==> config.mk <==
export PLATFORM = sky130hd
export DESIGN_NAME = swpsr_top
export DESIGN_NICKNAME = d
export VERILOG_FILES = /design/src/swpsr_top.v /design/src/swpsr_part.v
export VERILOG_INCLUDE_DIRS = /design/src /design/src/src
export SDC_FILE = /design/constraint.sdc
export NUM_CORES = 1
export LEC_CHECK = 0
export CORE_MARGIN = 2
export CORE_UTILIZATION = 67
export DETAILED_ROUTE_END_ITERATION = 6
export DONT_BUFFER_PORTS = 1
export GPL_TIMING_DRIVEN = 0
export HOLD_SLACK_MARGIN = 0.06
export PLACE_DENSITY = 0.83
export SLEW_MARGIN = 20
export SYNTH_ARGS = -nofsm -noshare
export SYNTH_HDL_FRONTEND = slang
export SYNTH_SLANG_ARGS = --single-unit
==> constraint.sdc <==
create_clock -name REF_CLK -period 3.95 [get_ports REF_CLK]
set_input_delay 0.1975 -clock REF_CLK [delete_from_list [all_inputs] [get_ports REF_CLK]]
set_output_delay 0.1975 -clock REF_CLK [all_outputs]
set_load 0.02 [all_outputs]
==> src/swpsr_defines.vh <==
// Purpose: constants for the switch partition state register bank
// Assumes: 32-bit AXI4-Lite register bus, 200 MHz core clock
// Notes:   byte offsets, field positions, reset values, timing counts
`ifndef SWPSR_DEFINES_VH
`define SWPSR_DEFINES_VH

// partition count and clock
`define SWPSR_NPART          12
`define SWPSR_CLK_PERIOD_NS  5

// register byte offsets
`define SWPSR_CTL_BASE       12'h000
`define SWPSR_STS_BASE       12'h040
`define SWPSR_INT_STATUS     12'h080
`define SWPSR_INT_ENABLE     12'h084
`define SWPSR_INT_CLEAR      12'h088

// control register fields
`define SWPSR_CTL_STATE_LSB  0
`define SWPSR_CTL_INHIBIT    2
`define SWPSR_CTL_SPARE0     19
`define SWPSR_CTL_SPARE1_LSB 20
`define SWPSR_INHIBIT_RST    1'b0

// status register fields
`define SWPSR_STS_BEGUN      0
`define SWPSR_STS_DONE       1
`define SWPSR_STS_US         4
`define SWPSR_STS_USNUM_LSB  5
`define SWPSR_STS_CUR_LSB    9
`define SWPSR_FLAG_RST       1'b0

// partition state codes
`define SWPSR_ST_DISABLED    2'h0
`define SWPSR_ST_ACTIVE      2'h1
`define SWPSR_ST_RSVD        2'h2
`define SWPSR_ST_RESET       2'h3

// state change duration
`define SWPSR_TRANS_NS       100
`define SWPSR_TRANS_CYC \
   ((`SWPSR_TRANS_NS + `SWPSR_CLK_PERIOD_NS - 1) / `SWPSR_CLK_PERIOD_NS)

// bus responses
`define SWPSR_RESP_OKAY      2'h0
`define SWPSR_RESP_DECERR    2'h3

`endif

==> src/swpsr_top.v <==
// Purpose: switch partition control/status bank behind AXI4-Lite
// Assumes: all inputs synchronous to REF_CLK, straps stable at reset
// Notes:   one write and one read in flight at a time
//
// Notes on behaviour
// - twelve control and twelve status registers
// - requested state field writable, 0x2 reserved
// - requested state loaded from boot straps
// - inhibit bit blocks upstream link-down hot reset
// - inhibit bit blocks hot reset propagating downstream
// - inhibit leaves link and physical layers alone
// - begun flag set by hardware, write-one clears
// - done flag set by hardware, write-one clears
// - upstream present bit from hardware initialization
// - upstream port number from hardware initialization
// - current state reported, may lag request
// - spare bits 19, 21:20 writable, no effect
`timescale 1ns/1ps
`include "swpsr_defines.vh"

module swpsr_top #(
   parameter NPART = `SWPSR_NPART
) (
   input  wire                 REF_CLK,
   input  wire                 RST_N,
   // axi4-lite slave
   input  wire [11:0]          S_AXI_AWADDR,
   input  wire                 S_AXI_AWVALID,
   output reg                  S_AXI_AWREADY,
   input  wire [31:0]          S_AXI_WDATA,
   input  wire [3:0]           S_AXI_WSTRB,
   input  wire                 S_AXI_WVALID,
   output reg                  S_AXI_WREADY,
   output reg  [1:0]           S_AXI_BRESP,
   output reg                  S_AXI_BVALID,
   input  wire                 S_AXI_BREADY,
   input  wire [11:0]          S_AXI_ARADDR,
   input  wire                 S_AXI_ARVALID,
   output reg                  S_AXI_ARREADY,
   output reg  [31:0]          S_AXI_RDATA,
   output reg  [1:0]           S_AXI_RRESP,
   output reg                  S_AXI_RVALID,
   input  wire                 S_AXI_RREADY,
   // boot configuration straps
   input  wire [2*NPART-1:0]   BOOT_PART_STATE,
   input  wire [3*NPART-1:0]   BOOT_PART_SPARE,
   input  wire [NPART-1:0]     BOOT_US_PRESENT,
   input  wire [4*NPART-1:0]   BOOT_US_PORT_NUM,
   // upstream link status and hot reset controls
   input  wire [NPART-1:0]     US_DL_DOWN,
   output wire [NPART-1:0]     US_HOT_RESET,
   output wire [NPART-1:0]     DS_HOT_RESET,
   output wire [2*NPART-1:0]   PART_STATE,
   output reg                  IRQ
);

   reg                  init_q;
   reg                  aw_got_q;
   reg                  w_got_q;
   reg  [11:0]          awaddr_q;
   reg  [31:0]          wdata_q;
   reg  [3:0]           wstrb_q;
   reg  [2*NPART-1:0]   int_status_q;
   reg  [2*NPART-1:0]   int_enable_q;
   wire                 strap_load;
   wire                 wr_en;
   wire                 w_ctl;
   wire                 w_sts;
   wire [3:0]           w_idx;
   wire                 w_part_ok;
   wire                 w_hit;
   wire [NPART-1:0]     begun_ev;
   wire [NPART-1:0]     done_ev;
   wire [2*NPART-1:0]   int_set;
   wire [2*NPART-1:0]   int_clr;
   wire [32*NPART-1:0]  ctl_img;
   wire [32*NPART-1:0]  sts_img;
   reg  [31:0]          rd_data;
   reg                  rd_hit;
   wire [3:0]           r_idx;
   wire                 r_part_ok;

   ////////////////////////////////////////////////////////////////////////
   // straps are captured on the first edge after reset release
   always @(posedge REF_CLK or negedge RST_N) begin
      if (!RST_N)
         init_q <= 1'b0;
      else
         init_q <= 1'b1;
   end

   assign strap_load = ~init_q;

   ////////////////////////////////////////////////////////////////////////
   // write address and data, taken in either order
   always @(posedge REF_CLK or negedge RST_N) begin
      if (!RST_N) begin
         S_AXI_AWREADY <= 1'b0;
         S_AXI_WREADY  <= 1'b0;
         aw_got_q      <= 1'b0;
         w_got_q       <= 1'b0;
         awaddr_q      <= 12'h000;
         wdata_q       <= 32'h00000000;
         wstrb_q       <= 4'h0;
      end else begin
         if (S_AXI_AWVALID && S_AXI_AWREADY) begin
            aw_got_q      <= 1'b1;
            awaddr_q      <= S_AXI_AWADDR;
            S_AXI_AWREADY <= 1'b0;
         end else if (wr_en) begin
            aw_got_q <= 1'b0;
         end else if (init_q && !aw_got_q && !S_AXI_BVALID) begin
            S_AXI_AWREADY <= 1'b1;
         end
         if (S_AXI_WVALID && S_AXI_WREADY) begin
            w_got_q      <= 1'b1;
            wdata_q      <= S_AXI_WDATA;
            wstrb_q      <= S_AXI_WSTRB;
            S_AXI_WREADY <= 1'b0;
         end else if (wr_en) begin
            w_got_q <= 1'b0;
         end else if (init_q && !w_got_q && !S_AXI_BVALID) begin
            S_AXI_WREADY <= 1'b1;
         end
      end
   end

   // write decode
   assign wr_en     = aw_got_q & w_got_q & ~S_AXI_BVALID;
   assign w_idx     = awaddr_q[5:2];
   assign w_part_ok = (w_idx < NPART);
   assign w_ctl     = (awaddr_q[11:6] == `SWPSR_CTL_BASE >> 6) & w_part_ok;
   assign w_sts     = (awaddr_q[11:6] == `SWPSR_STS_BASE >> 6) & w_part_ok;
   assign w_hit     = w_ctl | w_sts
                    | (awaddr_q[11:2] == `SWPSR_INT_ENABLE >> 2)
                    | (awaddr_q[11:2] == `SWPSR_INT_CLEAR >> 2)
                    | (awaddr_q[11:2] == `SWPSR_INT_STATUS >> 2);

   ////////////////////////////////////////////////////////////////////////
   // write response one cycle after both halves are held
   always @(posedge REF_CLK or negedge RST_N) begin
      if (!RST_N) begin
         S_AXI_BVALID <= 1'b0;
         S_AXI_BRESP  <= `SWPSR_RESP_OKAY;
      end else if (wr_en) begin
         S_AXI_BVALID <= 1'b1;
         S_AXI_BRESP  <= w_hit ? `SWPSR_RESP_OKAY : `SWPSR_RESP_DECERR;
      end else if (S_AXI_BVALID && S_AXI_BREADY) begin
         S_AXI_BVALID <= 1'b0;
      end
   end

   ////////////////////////////////////////////////////////////////////////
   // one instance per partition
   genvar gi;
   generate
      for (gi = 0; gi < NPART; gi = gi + 1) begin : g_part
         swpsr_part u_part (
            .clk            (REF_CLK),
            .rst_n          (RST_N),
            .strap_load     (strap_load),
            .strap_state    (BOOT_PART_STATE[2*gi +: 2]),
            .strap_spare    (BOOT_PART_SPARE[3*gi +: 3]),
            .strap_us       (BOOT_US_PRESENT[gi]),
            .strap_us_num   (BOOT_US_PORT_NUM[4*gi +: 4]),
            .ctl_we         (wr_en & w_ctl & (w_idx == gi)),
            .sts_we         (wr_en & w_sts & (w_idx == gi)),
            .wdata          (wdata_q),
            .wstrb          (wstrb_q),
            .dl_down        (US_DL_DOWN[gi]),
            .ctl_rd         (ctl_img[32*gi +: 32]),
            .sts_rd         (sts_img[32*gi +: 32]),
            .begun_pulse_q  (begun_ev[gi]),
            .done_pulse_q   (done_ev[gi]),
            .cur_q          (PART_STATE[2*gi +: 2]),
            .us_hot_reset_q (US_HOT_RESET[gi]),
            .ds_hot_reset_q (DS_HOT_RESET[gi])
         );
      end
   endgenerate

   ////////////////////////////////////////////////////////////////////////
   // interrupt status: begun events low half, done events high half
   assign int_set = {done_ev, begun_ev};
   assign int_clr = (wr_en && awaddr_q[11:2] == `SWPSR_INT_CLEAR >> 2)
                    ? wdata_q[2*NPART-1:0] : {2*NPART{1'b0}};

   always @(posedge REF_CLK or negedge RST_N) begin
      if (!RST_N) begin
         int_status_q <= {2*NPART{1'b0}};
         int_enable_q <= {2*NPART{1'b0}};
         IRQ          <= 1'b0;
      end else begin
         int_status_q <= int_set | (int_status_q & ~int_clr);
         if (wr_en && awaddr_q[11:2] == `SWPSR_INT_ENABLE >> 2)
            int_enable_q <= wdata_q[2*NPART-1:0];
         IRQ <= |(int_status_q & int_enable_q);
      end
   end

   ////////////////////////////////////////////////////////////////////////
   // read decode
   assign r_idx     = S_AXI_ARADDR[5:2];
   assign r_part_ok = (r_idx < NPART);

   always @* begin
      rd_data = 32'h00000000;
      rd_hit  = 1'b1;
      if (S_AXI_ARADDR[11:6] == `SWPSR_CTL_BASE >> 6 && r_part_ok)
         rd_data = ctl_img[32*r_idx +: 32];
      else if (S_AXI_ARADDR[11:6] == `SWPSR_STS_BASE >> 6 && r_part_ok)
         rd_data = sts_img[32*r_idx +: 32];
      else if (S_AXI_ARADDR[11:2] == `SWPSR_INT_STATUS >> 2)
         rd_data = {{(32-2*NPART){1'b0}}, int_status_q};
      else if (S_AXI_ARADDR[11:2] == `SWPSR_INT_ENABLE >> 2)
         rd_data = {{(32-2*NPART){1'b0}}, int_enable_q};
      else if (S_AXI_ARADDR[11:2] == `SWPSR_INT_CLEAR >> 2)
         rd_data = 32'h00000000;
      else
         rd_hit = 1'b0;
   end

   ////////////////////////////////////////////////////////////////////////
   // read channel, data one cycle after the address is taken
   always @(posedge REF_CLK or negedge RST_N) begin
      if (!RST_N) begin
         S_AXI_ARREADY <= 1'b0;
         S_AXI_RVALID  <= 1'b0;
         S_AXI_RDATA   <= 32'h00000000;
         S_AXI_RRESP   <= `SWPSR_RESP_OKAY;
      end else if (S_AXI_ARVALID && S_AXI_ARREADY) begin
         S_AXI_ARREADY <= 1'b0;
         S_AXI_RVALID  <= 1'b1;
         S_AXI_RDATA   <= rd_data;
         S_AXI_RRESP   <= rd_hit ? `SWPSR_RESP_OKAY : `SWPSR_RESP_DECERR;
      end else if (S_AXI_RVALID && S_AXI_RREADY) begin
         S_AXI_RVALID <= 1'b0;
      end else if (init_q && !S_AXI_RVALID) begin
         S_AXI_ARREADY <= 1'b1;
      end
   end

endmodule // swpsr_top

==> src/swpsr_part.v <==
// Purpose: control and status state of one switch partition
// Assumes: straps stable when strap_load pulses
// Notes:   state change runs for TRANS_CYC cycles
`timescale 1ns/1ps
`include "swpsr_defines.vh"

module swpsr_part #(
   parameter CNT_W     = 8,
   parameter TRANS_CYC = `SWPSR_TRANS_CYC
) (
   input  wire        clk,
   input  wire        rst_n,
   input  wire        strap_load,
   input  wire [1:0]  strap_state,
   input  wire [2:0]  strap_spare,
   input  wire        strap_us,
   input  wire [3:0]  strap_us_num,
   input  wire        ctl_we,
   input  wire        sts_we,
   input  wire [31:0] wdata,
   input  wire [3:0]  wstrb,
   input  wire        dl_down,
   output wire [31:0] ctl_rd,
   output wire [31:0] sts_rd,
   output reg         begun_pulse_q,
   output reg         done_pulse_q,
   output reg  [1:0]  cur_q,
   output reg         us_hot_reset_q,
   output reg         ds_hot_reset_q
);

   reg [1:0]       req_q;
   reg             inhibit_q;
   reg [2:0]       spare_q;
   reg             us_q;
   reg [3:0]       usnum_q;
   reg             begun_q;
   reg             done_q;
   reg             busy_q;
   reg [1:0]       tgt_q;
   reg [CNT_W-1:0] cnt_q;
   wire            start_w;
   wire            finish_w;
   wire            clr_begun;
   wire            clr_done;

   // change begins when request differs from current and none is running
   assign start_w   = ~busy_q & ~strap_load & (req_q != cur_q);
   assign finish_w  = busy_q & (cnt_q == {CNT_W{1'b0}});
   assign clr_begun = sts_we & wstrb[0] & wdata[`SWPSR_STS_BEGUN];
   assign clr_done  = sts_we & wstrb[0] & wdata[`SWPSR_STS_DONE];

   // register images, reserved bits zero
   assign ctl_rd = {10'h000, spare_q[2:1], spare_q[0], 16'h0000,
                    inhibit_q, req_q};
   assign sts_rd = {21'h000000, cur_q, usnum_q, us_q,
                    2'h0, done_q, begun_q};

   ///////////////////////////////////////////////////////////////////////
   // software fields and hardware-initialized straps
   always @(posedge clk or negedge rst_n) begin
      if (!rst_n) begin
         req_q     <= `SWPSR_ST_DISABLED;
         inhibit_q <= `SWPSR_INHIBIT_RST;
         spare_q   <= 3'h0;
         us_q      <= 1'b0;
         usnum_q   <= 4'h0;
      end else if (strap_load) begin
         req_q   <= strap_state;
         spare_q <= strap_spare;
         us_q    <= strap_us;
         usnum_q <= strap_us_num;
      end else if (ctl_we) begin
         if (wstrb[0] && wdata[1:0] != `SWPSR_ST_RSVD)
            req_q <= wdata[1:0];
         if (wstrb[0])
            inhibit_q <= wdata[`SWPSR_CTL_INHIBIT];
         if (wstrb[2])
            spare_q <= {wdata[21:20], wdata[`SWPSR_CTL_SPARE0]};
      end
   end

   ///////////////////////////////////////////////////////////////////////
   // state change sequencer
   always @(posedge clk or negedge rst_n) begin
      if (!rst_n) begin
         cur_q         <= `SWPSR_ST_DISABLED;
         tgt_q         <= `SWPSR_ST_DISABLED;
         busy_q        <= 1'b0;
         cnt_q         <= {CNT_W{1'b0}};
         begun_pulse_q <= 1'b0;
         done_pulse_q  <= 1'b0;
      end else begin
         begun_pulse_q <= start_w;
         done_pulse_q  <= finish_w;
         if (strap_load) begin
            cur_q <= strap_state;
         end else if (finish_w) begin
            busy_q <= 1'b0;
            cur_q  <= tgt_q;
         end else if (busy_q) begin
            cnt_q <= cnt_q - 1'b1;
         end else if (start_w) begin
            busy_q <= 1'b1;
            tgt_q  <= req_q;
            cnt_q  <= TRANS_CYC[CNT_W-1:0] - 1'b1;
         end
      end
   end

   ///////////////////////////////////////////////////////////////////////
   // sticky flags, a set in the clearing cycle wins
   always @(posedge clk or negedge rst_n) begin
      if (!rst_n) begin
         begun_q <= `SWPSR_FLAG_RST;
         done_q  <= `SWPSR_FLAG_RST;
      end else begin
         begun_q <= start_w | (begun_q & ~clr_begun);
         done_q  <= finish_w | (done_q & ~clr_done);
      end
   end

   ///////////////////////////////////////////////////////////////////////
   // link-down hot reset; link layers themselves are never touched
   always @(posedge clk or negedge rst_n) begin
      if (!rst_n) begin
         us_hot_reset_q <= 1'b0;
         ds_hot_reset_q <= 1'b0;
      end else begin
         us_hot_reset_q <= dl_down & us_q & ~inhibit_q;
         ds_hot_reset_q <= dl_down & us_q & ~inhibit_q;
      end
   end

endmodule // swpsr_part

==> results of run 1 <==
layout by cell type, fill, tap and decap left out, types with 40 or more instances in the layout:
cell type,n
dfrtp_1,467
nor2_1,217
dlygate4sd3_1,178
mux2_2,163
mux2i_1,106
nand2_1,102
a21oi_1,89
clkbuf_1,66
buf_4,62
xnor2_1,55
a21o_1,53
clkbuf_16,49
xor2_1,41
mux4_2,40
cell usage after synthesis, types with 5 or more instances:
library cell	n	area share, %
dfrtp_1	467	52
nor2_1	217	3.6
mux2_2	163	8.1
mux2i_1	106	4.7
nand2_1	102	1.7
a21oi_1	89	2.0
buf_4	62	2.1
xnor2_1	55	2.1
a21o_1	53	1.8
clkbuf_1	53	0.88
xor2_1	41	1.6
mux4_2	40	4.0
inv_1	34	0.56
a31oi_1	33	0.91
nor3_1	31	0.68
o21ai_0	29	0.64
nand3_1	26	0.57
ha_1	24	1.3
nor4_1	23	0.63
nand2b_1	21	0.58
nand4_1	21	0.58
a22oi_1	19	0.63
and3b_1	19	0.73
buf_2	19	0.42
nor2b_1	16	0.44
nor3_2	16	0.71
and2_1	15	0.41
nand3b_1	13	0.43
nor4b_1	13	0.50
nor3_4	10	0.72
nor3b_1	10	0.33
nor4_4	10	0.94
and3_1	9	0.25
or3_1	9	0.25
buf_1	8	0.13
o31ai_1	8	0.26
or4_1	8	0.26
a221oi_1	7	0.27
or2_2	6	0.17
mux2_1	5	0.25
nand4b_1	5	0.19
nor2_2	5	0.14
critical path: cells and delay by family (launching register included):
family                 cells  cell delay (ps)
DFF                        1              310
buffers and inverters      5             3000
AOI/OAI and AO/OA          1              180
per-stage QoR:
| stage | worst slack (ps) | power (mW) | hold slack (ps) |
|---|---|---|---|
| 3_5_place_dp | 625 | 9.71 | -81.8 |
| 2_1_floorplan | 1810 | 8.74 | -98.1 |
| 4_1_cts | 617 | 14.5 | -673 |
| 6_report | 287 | 14.8 | -664 |
| 3_3_place_gp | 668 | 9.50 | -75.4 |
| 5_1_grt | 362 | 15.3 | -671 |
state kept, by name (all words and copies together) (netlist names), 2 cells and up:
name,count
g_part.u_part.cnt_q,96
g_part.u_part.usnum_q,48
g_part.u_part.spare_q,36
S_AXI_RDATA,24
g_part.u_part.cur_q,24
g_part.u_part.req_q,24
g_part.u_part.tgt_q,24
int_enable_q,24
int_status_q,24
wdata_q,24
g_part.u_part.begun_pulse_q,12
g_part.u_part.begun_q,12
g_part.u_part.busy_q,12
g_part.u_part.done_pulse_q,12
g_part.u_part.done_q,12
g_part.u_part.inhibit_q,12
g_part.u_part.us_hot_reset_q,12
g_part.u_part.us_q,12
awaddr_q,10
wstrb_q,2
cell type report:
cell class	count	area (sq um)
inverters	35	131
diodes	8	20.0
well taps	448	561
clock buffers	71	1400
repair buffers	178	1780
multi-input cells	1309	10100
fillers	1821	6770
plain buffers	144	812
flip-flops and latches	467	11700
clock inverters	18	211
worst max path at each step:
stage,startpoint,to,slack [ps],cells after the start
after floorplan,awaddr_q[9],g_part[7].u_part.inhibit_q,1810,6
after detailed placement,init_q,g_part[7].u_part.cur_q[1],630,6
after global routing,init_q,g_part[6].u_part.req_q[1],360,6
after global placement,init_q,g_part[6].u_part.spare_q[2],670,6
final,init_q,g_part[0].u_part.spare_q[2],290,6
after CTS,init_q,g_part[7].u_part.cur_q[1],620,6
power breakdown:
part           switching [mW]  total (mW)  internal (mW)  leakage [nW]
Sequential              0.995        6.71           5.71          5.62
Combinational            1.94        3.39           1.45          4.95
Clock                    1.98        4.71           2.72         0.796
logic make-up (layout without fill, tap and decap cells):
logic type / Yosys count / count (layout) / share of synthesized area, %
compound gates: 255 / 255 / 7.13
xor+xnor: 96 / 96 / 3.71
fa+ha+maj: 24 / 24 / 1.32
buf+inv: 179 / 446 / 4.16
flops: 467 / 467 / 51.5
mux: 314 / 314 / 17.0
other cells: 2 / 17 / 0.0331
simple gates: 611 / 611 / 15.1
per-layer routing:
metal | vias up | share of wire [%] | GRT usage (%)
met5 | - | 0 | 0
met4 | 0 | 6.4 | 22.0
met3 | 323 | 11 | 10.3
met2 | 1230 | 47 | 64.1
met1 | 8800 | 36 | 50.6
li1 | 7340 | - | -
==> metrics.md, run 1 <==
| Metric | Value |
|---|---|
| Setup CP Type | `reg2reg` |
| CTS root buffer | `clkbuf_16` |
| Layout Cells excl Fill | `2678` |
| DRC viols | `0` |
| Largest net degree at the start of global routing | `about 470` |
| Clock buffer count from CTS | `48` |
| Starting Density | `a little under 70%` |
| Hold_buf cts | `~180` |
| Vias in the first global route | `~18000` |
| Synth Register Bits | `467` |
| Setup bufs post-CTS | `0` |
| CTS clk-pin slew, worst paths | `70 ps` |
| Top FF cell, synth | `dfrtp_1` |
| Peak per-stage delay on the critical path | `around 900 ps` |
| Pre-antenna DRT Iters | `5` |
| Clk Latency, worst-skew pair | `580 ps` |
| Routed len/inst | `about 26 microns` |
| Die Ht | `188 microns` |
| Nets@finish | `around 2400` |
| Period utilisation layout | `~93%` |
| Worst r2r dst | `g_part[0].u_part.spare_q[2]` |
| Clk sinks | `~470` |
| Req. time, crit path | `4370 ps` |
| Worst R2R Start | `init_q` |
| Worst Tran Pin Value | `about 1600 ps` |
| Iteration-0 DRC Markers | `about 2100` |
| Clock skew | `27.3 ps` |
| Crit. End Element | `flip-flop` |
| Avg Inst Size Synth | `11.6 sq um` |
| Placer Congestion | `between 0.9 and 1` |
| Clk buf depth | `3` |
| P_leak | `11.4 nW` |
| Critical path fanouts, max | `10` |
| Failing checks | `negative hold slack, max-slew violations` |
| H-tree levels | `2` |
| Status | `complete, but fails checks` |
| Congestion Overflow GR | `0` |
| First-pass GRT wire length | `107000 microns` |
| RSZ-0062 raised after global routing | `false` |
| Peak supply drop | `429 uV` |
| Final Util | `79.8%` |
| Crit path top cell by count | `clkbuf_1` |
| Fmax | `between 0.2 and 0.3 GHz` |
| Post-synth EDFFs | `0` |
| Syn Inst Count | `1948` |
| Cells after DPL | `between 2000 and 2500` |
| DP HPWL | `about 45000 microns` |
| Seq/Total Area, Yosys | `roughly 52%` |
| Final Instance Area | `~27000 sq um` |
| CTS tree | `built` |
| Initial antenna violation count | `5` |
| R2R setup slack | `~290 ps` |
| Max Cap Violations | `0` |
| Relative slew slack | `-4.99%` |
| Die area | `between 30000 and 40000 sq um` |
| Power per cell area | `between 500 and 600 nW/um^2` |
| Worst EP arrival | `4080 ps` |
| Crit path launch type | `flip-flop` |
| Cell Area, Placed | `about 23000 sq um` |
| Vias | `between 15000 and 20000` |
| Synth warn | `0` |
| Core Region | `between 30000 and 40000 sq um` |
| Final Hold Viols | `between 400 and 500` |
| Post-synth ARST share | `100%` |
| Port bufs | `0` |
| Antenna-violating nets left | `0` |
| Worst hold slack | `-664 ps` |
| Finish-stage setup viols | `0` |
| CP max-delay cell | `buf_1` |
| Setup tns final | `0 ps` |
| Syn-to-layout area delta | `17.6%` |
| Post-Synthesis Cell Area | `between 20000 and 25000 sq um` |
| Total GRT Usage | `about 40%` |
| Vias/cell | `~6.6` |
| Die width | `between 150 and 200 microns` |
| Path depth of the worst reg2reg path | `6` |
| Cell variety after synth | `between 60 and 70` |
| DRT Wirelength | `~71000 microns` |
| Max-slew violations | `91` |
| CP Cell Sequence | `buf_2 -> buf_1 -> clkbuf_1 -> clkbuf_1 -> clkbuf_1 -> a21oi_1` |
| Worst hold path class | `in2async` |
| Min Tclk post-route | `around 3700 ps` |
| IO Pins | `~290` |
| Fraction of final layout cells sized beyond drive strength 1 | `about a fifth` |
| # rows | `67` |
| PostCTS Resize Cnt | `0` |
No activity file was read; power rests on OpenSTA's default activity.
==> run 2, diff against run 1 <==
ABC_AREA = 1   (was not set)
==> metrics.md, run 2 <==
| Metric | Value |
|---|---|
| Status | `complete, but fails checks` |
| Failing checks | `negative hold slack, max-slew violations` |
| DP HPWL | `52700 microns (+17%)` |
| Top cells by count, synth | `nand2_1, dfrtp_1, inv_1` |
| First-pass GRT wire length | `125000 microns (+17%)` |
| Post-synth EDFFs | `0 (unchanged)` |
| Worst hold slack | `-712 ps (-48.2 ps)` |
| Register area | `11700 sq um (unchanged)` |
| Antenna-violating nets left | `0 (unchanged)` |
| Crit path launch type | `flip-flop` |
| Clk sinks | `467 (unchanged)` |
| Crit. End Element | `flip-flop` |
| Multi-input logic area | `9660 sq um (-4.1%)` |
| Fmax | `0.398 GHz (+46%)` |
| Setup tns final | `0 ps (unchanged)` |
| Syn-to-layout area delta | `17.8%` |
| Layout Cells excl Fill | `3739 (+40%)` |
| Final Hold Viols | `467 (unchanged)` |
| Req. time, crit path | `4490 ps (+120 ps)` |
| Port bufs | `0 (unchanged)` |
| Starting Density | `67.8% (about the same)` |
| Min Tclk post-route | `2510 ps (-1150 ps)` |
| Max-slew violations | `214 (+140%)` |
| Most common cell after layout, fill and taps aside | `nand2_1` |
| Synth Register Bits | `467 (unchanged)` |
| Cell taking the most area after synthesis | `dfrtp_1` |
| Worst EP arrival | `3050 ps (-1030 ps)` |
| # rows | `68 (+1.5%)` |
| Cells after DPL | `3461 (+44%)` |
| Power per cell area | `659 nW/um^2 (+19%)` |
| Largest cells by area after synthesis | `dfrtp_1, nand2_1, o21ai_0, inv_1, nand3_1` |
| CP delay by family, top | `buffers and inverters` |
| Vias | `22846 (+29%)` |
| Clk buf depth | `3 (unchanged)` |
| DRT Wirelength | `81800 microns (+15%)` |
| Fraction of final layout cells sized beyond drive strength 1 | `7.69% (-11 points)` |
| Die Ht | `191 microns (+1.5%)` |
| Clk Latency, worst-skew pair | `600 ps (+20 ps)` |
| Period utilisation layout | `63.7% (-29 points)` |
| Total GRT Usage | `46.0% (+5.8 points)` |
| Max Cap Violations | `0 (unchanged)` |
| IO Pins | `289 (unchanged)` |
| RSZ-0062 raised after global routing | `false` |
| Peak per-stage delay on the critical path | `830 ps (-50 ps)` |
| Most common cell in the netlist | `nand2_1` |
| DRC viols | `0 (unchanged)` |
| H-tree levels | `2 (unchanged)` |
| Vias/cell | `6.11 (-7.5%)` |
| Setup CP Type | `reg2reg` |
| Iteration-0 DRC Markers | `3003 (+43%)` |
| # fillers | `2206 (+21%)` |
| Placer Congestion | `1.00 (+2.4%)` |
| Nets@finish | `3464 (+44%)` |
| Pre-antenna DRT Iters | `7 (+2)` |
| Worst Tran Pin Value | `2100 ps (+521 ps)` |
| CP max-delay cell | `clkbuf_1` |
| Largest net degree at the start of global routing | `468 (unchanged)` |
| Routed len/inst | `21.9 microns (-17%)` |
| Most frequent cells in the layout | `nand2_1, dfrtp_1, inv_1, o21ai_0, nor2_1` |
| CTS clk-pin slew, worst paths | `70 ps (about the same)` |
| Worst hold path class | `in2async` |
| Core Region | `34500 sq um (+3.0%)` |
| Vias in the first global route | `22552 (+23%)` |
| Post-synth ARST share | `100% (unchanged)` |
| Clock skew | `17.1 ps (-10.2 ps)` |
| Relative slew slack | `-39.7% (-35 points)` |
| Finish-stage setup viols | `0 (unchanged)` |
| Syn Inst Count | `2999 (+54%)` |
| Final Util | `79.8% (about the same)` |
| Max reg flops | `96 (unchanged)` |
| Post-Synthesis Cell Area | `23400 sq um (+3.0%)` |
| Top-area cell type share of the netlist area | `50.0% (-1.5 points)` |
| Worst path bufs/invs | `3 (-2)` |
| CP Cell Sequence | `inv_2 -> clkbuf_1 -> clkbuf_1 -> nand2_1 -> nand2_1` |
| P_leak | `13.7 nW (+20%)` |
| Cell variety after synth | `46 (-25%)` |
| Die area | `36400 sq um (+3.0%)` |
| Peak supply drop | `544 uV (+27%)` |
| Hold_buf cts | `184 (+3.4%)` |
| CTS root buffer | `clkbuf_16` |
| Synth warn | `0 (unchanged)` |
| Critical path fanouts, max | `10 (unchanged)` |
| CTS tree | `built` |
| Largest Register | `g_part.u_part.cnt_q` |
| Seq/Total Area, Yosys | `50.0% (-1.5 points)` |
| Initial antenna violation count | `9 (+4)` |
| Biggest regs | `g_part.u_part.cnt_q (96), g_part.u_part.usnum_q (48), g_part.u_part.spare_q (36)` |
| Clock buffer count from CTS | `49 (+2.1%)` |
| Top FF cell, synth | `dfrtp_1` |
| Congestion Overflow GR | `0 (unchanged)` |
| Die width | `191 microns (+1.5%)` |
| Avg Inst Size Synth | `7.79 sq um (-33%)` |
==> run 2: power breakdown <==
| group | internal (mW) | total (mW) | switching (mW) |
|---|---|---|---|
| Clock | 2.88 | 4.88 | 2.00 |
| Sequential | 6.17 | 7.44 | 1.27 |
| Combinational | 1.99 | 5.81 | 3.83 |
| Total | 11.0 | 18.1 | 7.10 |
==> run 2: repair_timing <==
action | CTS | global route
hold endpoints to repair | 673 | 467
gates resized for setup | 0 | 0
buffers inserted | 0 | 0
==> run 2: cell families after synthesis <==
kind of cell	after synthesis	share of synthesized area, %
AO/OA/AOI/OAI	507	11.4
XOR/XNOR	69	2.59
adder cells (fa/ha/maj)	24	1.29
buffers and inverters	452	8.74
flip-flops	467	50.0
other	2	0.0321
AND/OR/NAND/NOR	1478	25.9
==> run 2: final timing paths <==
check                      slack [ps]                     endpoint  cells after the start                           from
hold reg to reg                   430             int_status_q[12]                      2  g_part[0].u_part.done_pulse_q
min in group REF_CLK              100              S_AXI_RDATA[21]                      5                S_AXI_ARADDR[8]
setup reg to reg                 1440  g_part[2].u_part.usnum_q[1]                      5                         init_q
hold / removal                   -710              S_AXI_RDATA[13]                      0                          RST_N
max in group asynchronous        3000        g_part[2].u_part.us_q                      0                          RST_N
setup / recovery                 1440  g_part[2].u_part.usnum_q[1]                      5                         init_q
==> run 2: metal layers <==
metal | global-route usage, % | routed length (microns)
met3 | 17.0 | 10300
met2 | 70.0 | 36600
met5 | 1.79 | 46
met1 | 55.3 | 29000
met4 | 29.0 | 5840
==> run 2: worst reg2reg max path: cells and delay by family (launching register included) <==
kind / cells / cell delay (ps)
buffers and inverters: 3 / 1750
flip-flops: 1 / 380
AND/OR/NAND/NOR: 2 / 310
==> run 2: final cells by class <==
type                    instances  area share, %
flip-flops and latches        467           42.5
multi-input cells            2087           35.1
repair buffers                184           6.69
clock buffers                  70           5.25
inverters                     297           4.07
plain buffers                 155           3.36
well taps                     455           2.07
clock inverters                17          0.901
diodes                          7         0.0637
==> run 2: stage by stage <==
stage	worst slack, ps	power, mW	area, sq um
detailed placement	1700	12.7	24000
global placement	1710	12.4	24000
finish	1440	18.1	27500
CTS	1680	17.8	27500
global route	1460	19.0	27500
floorplan	2440	11.1	23400
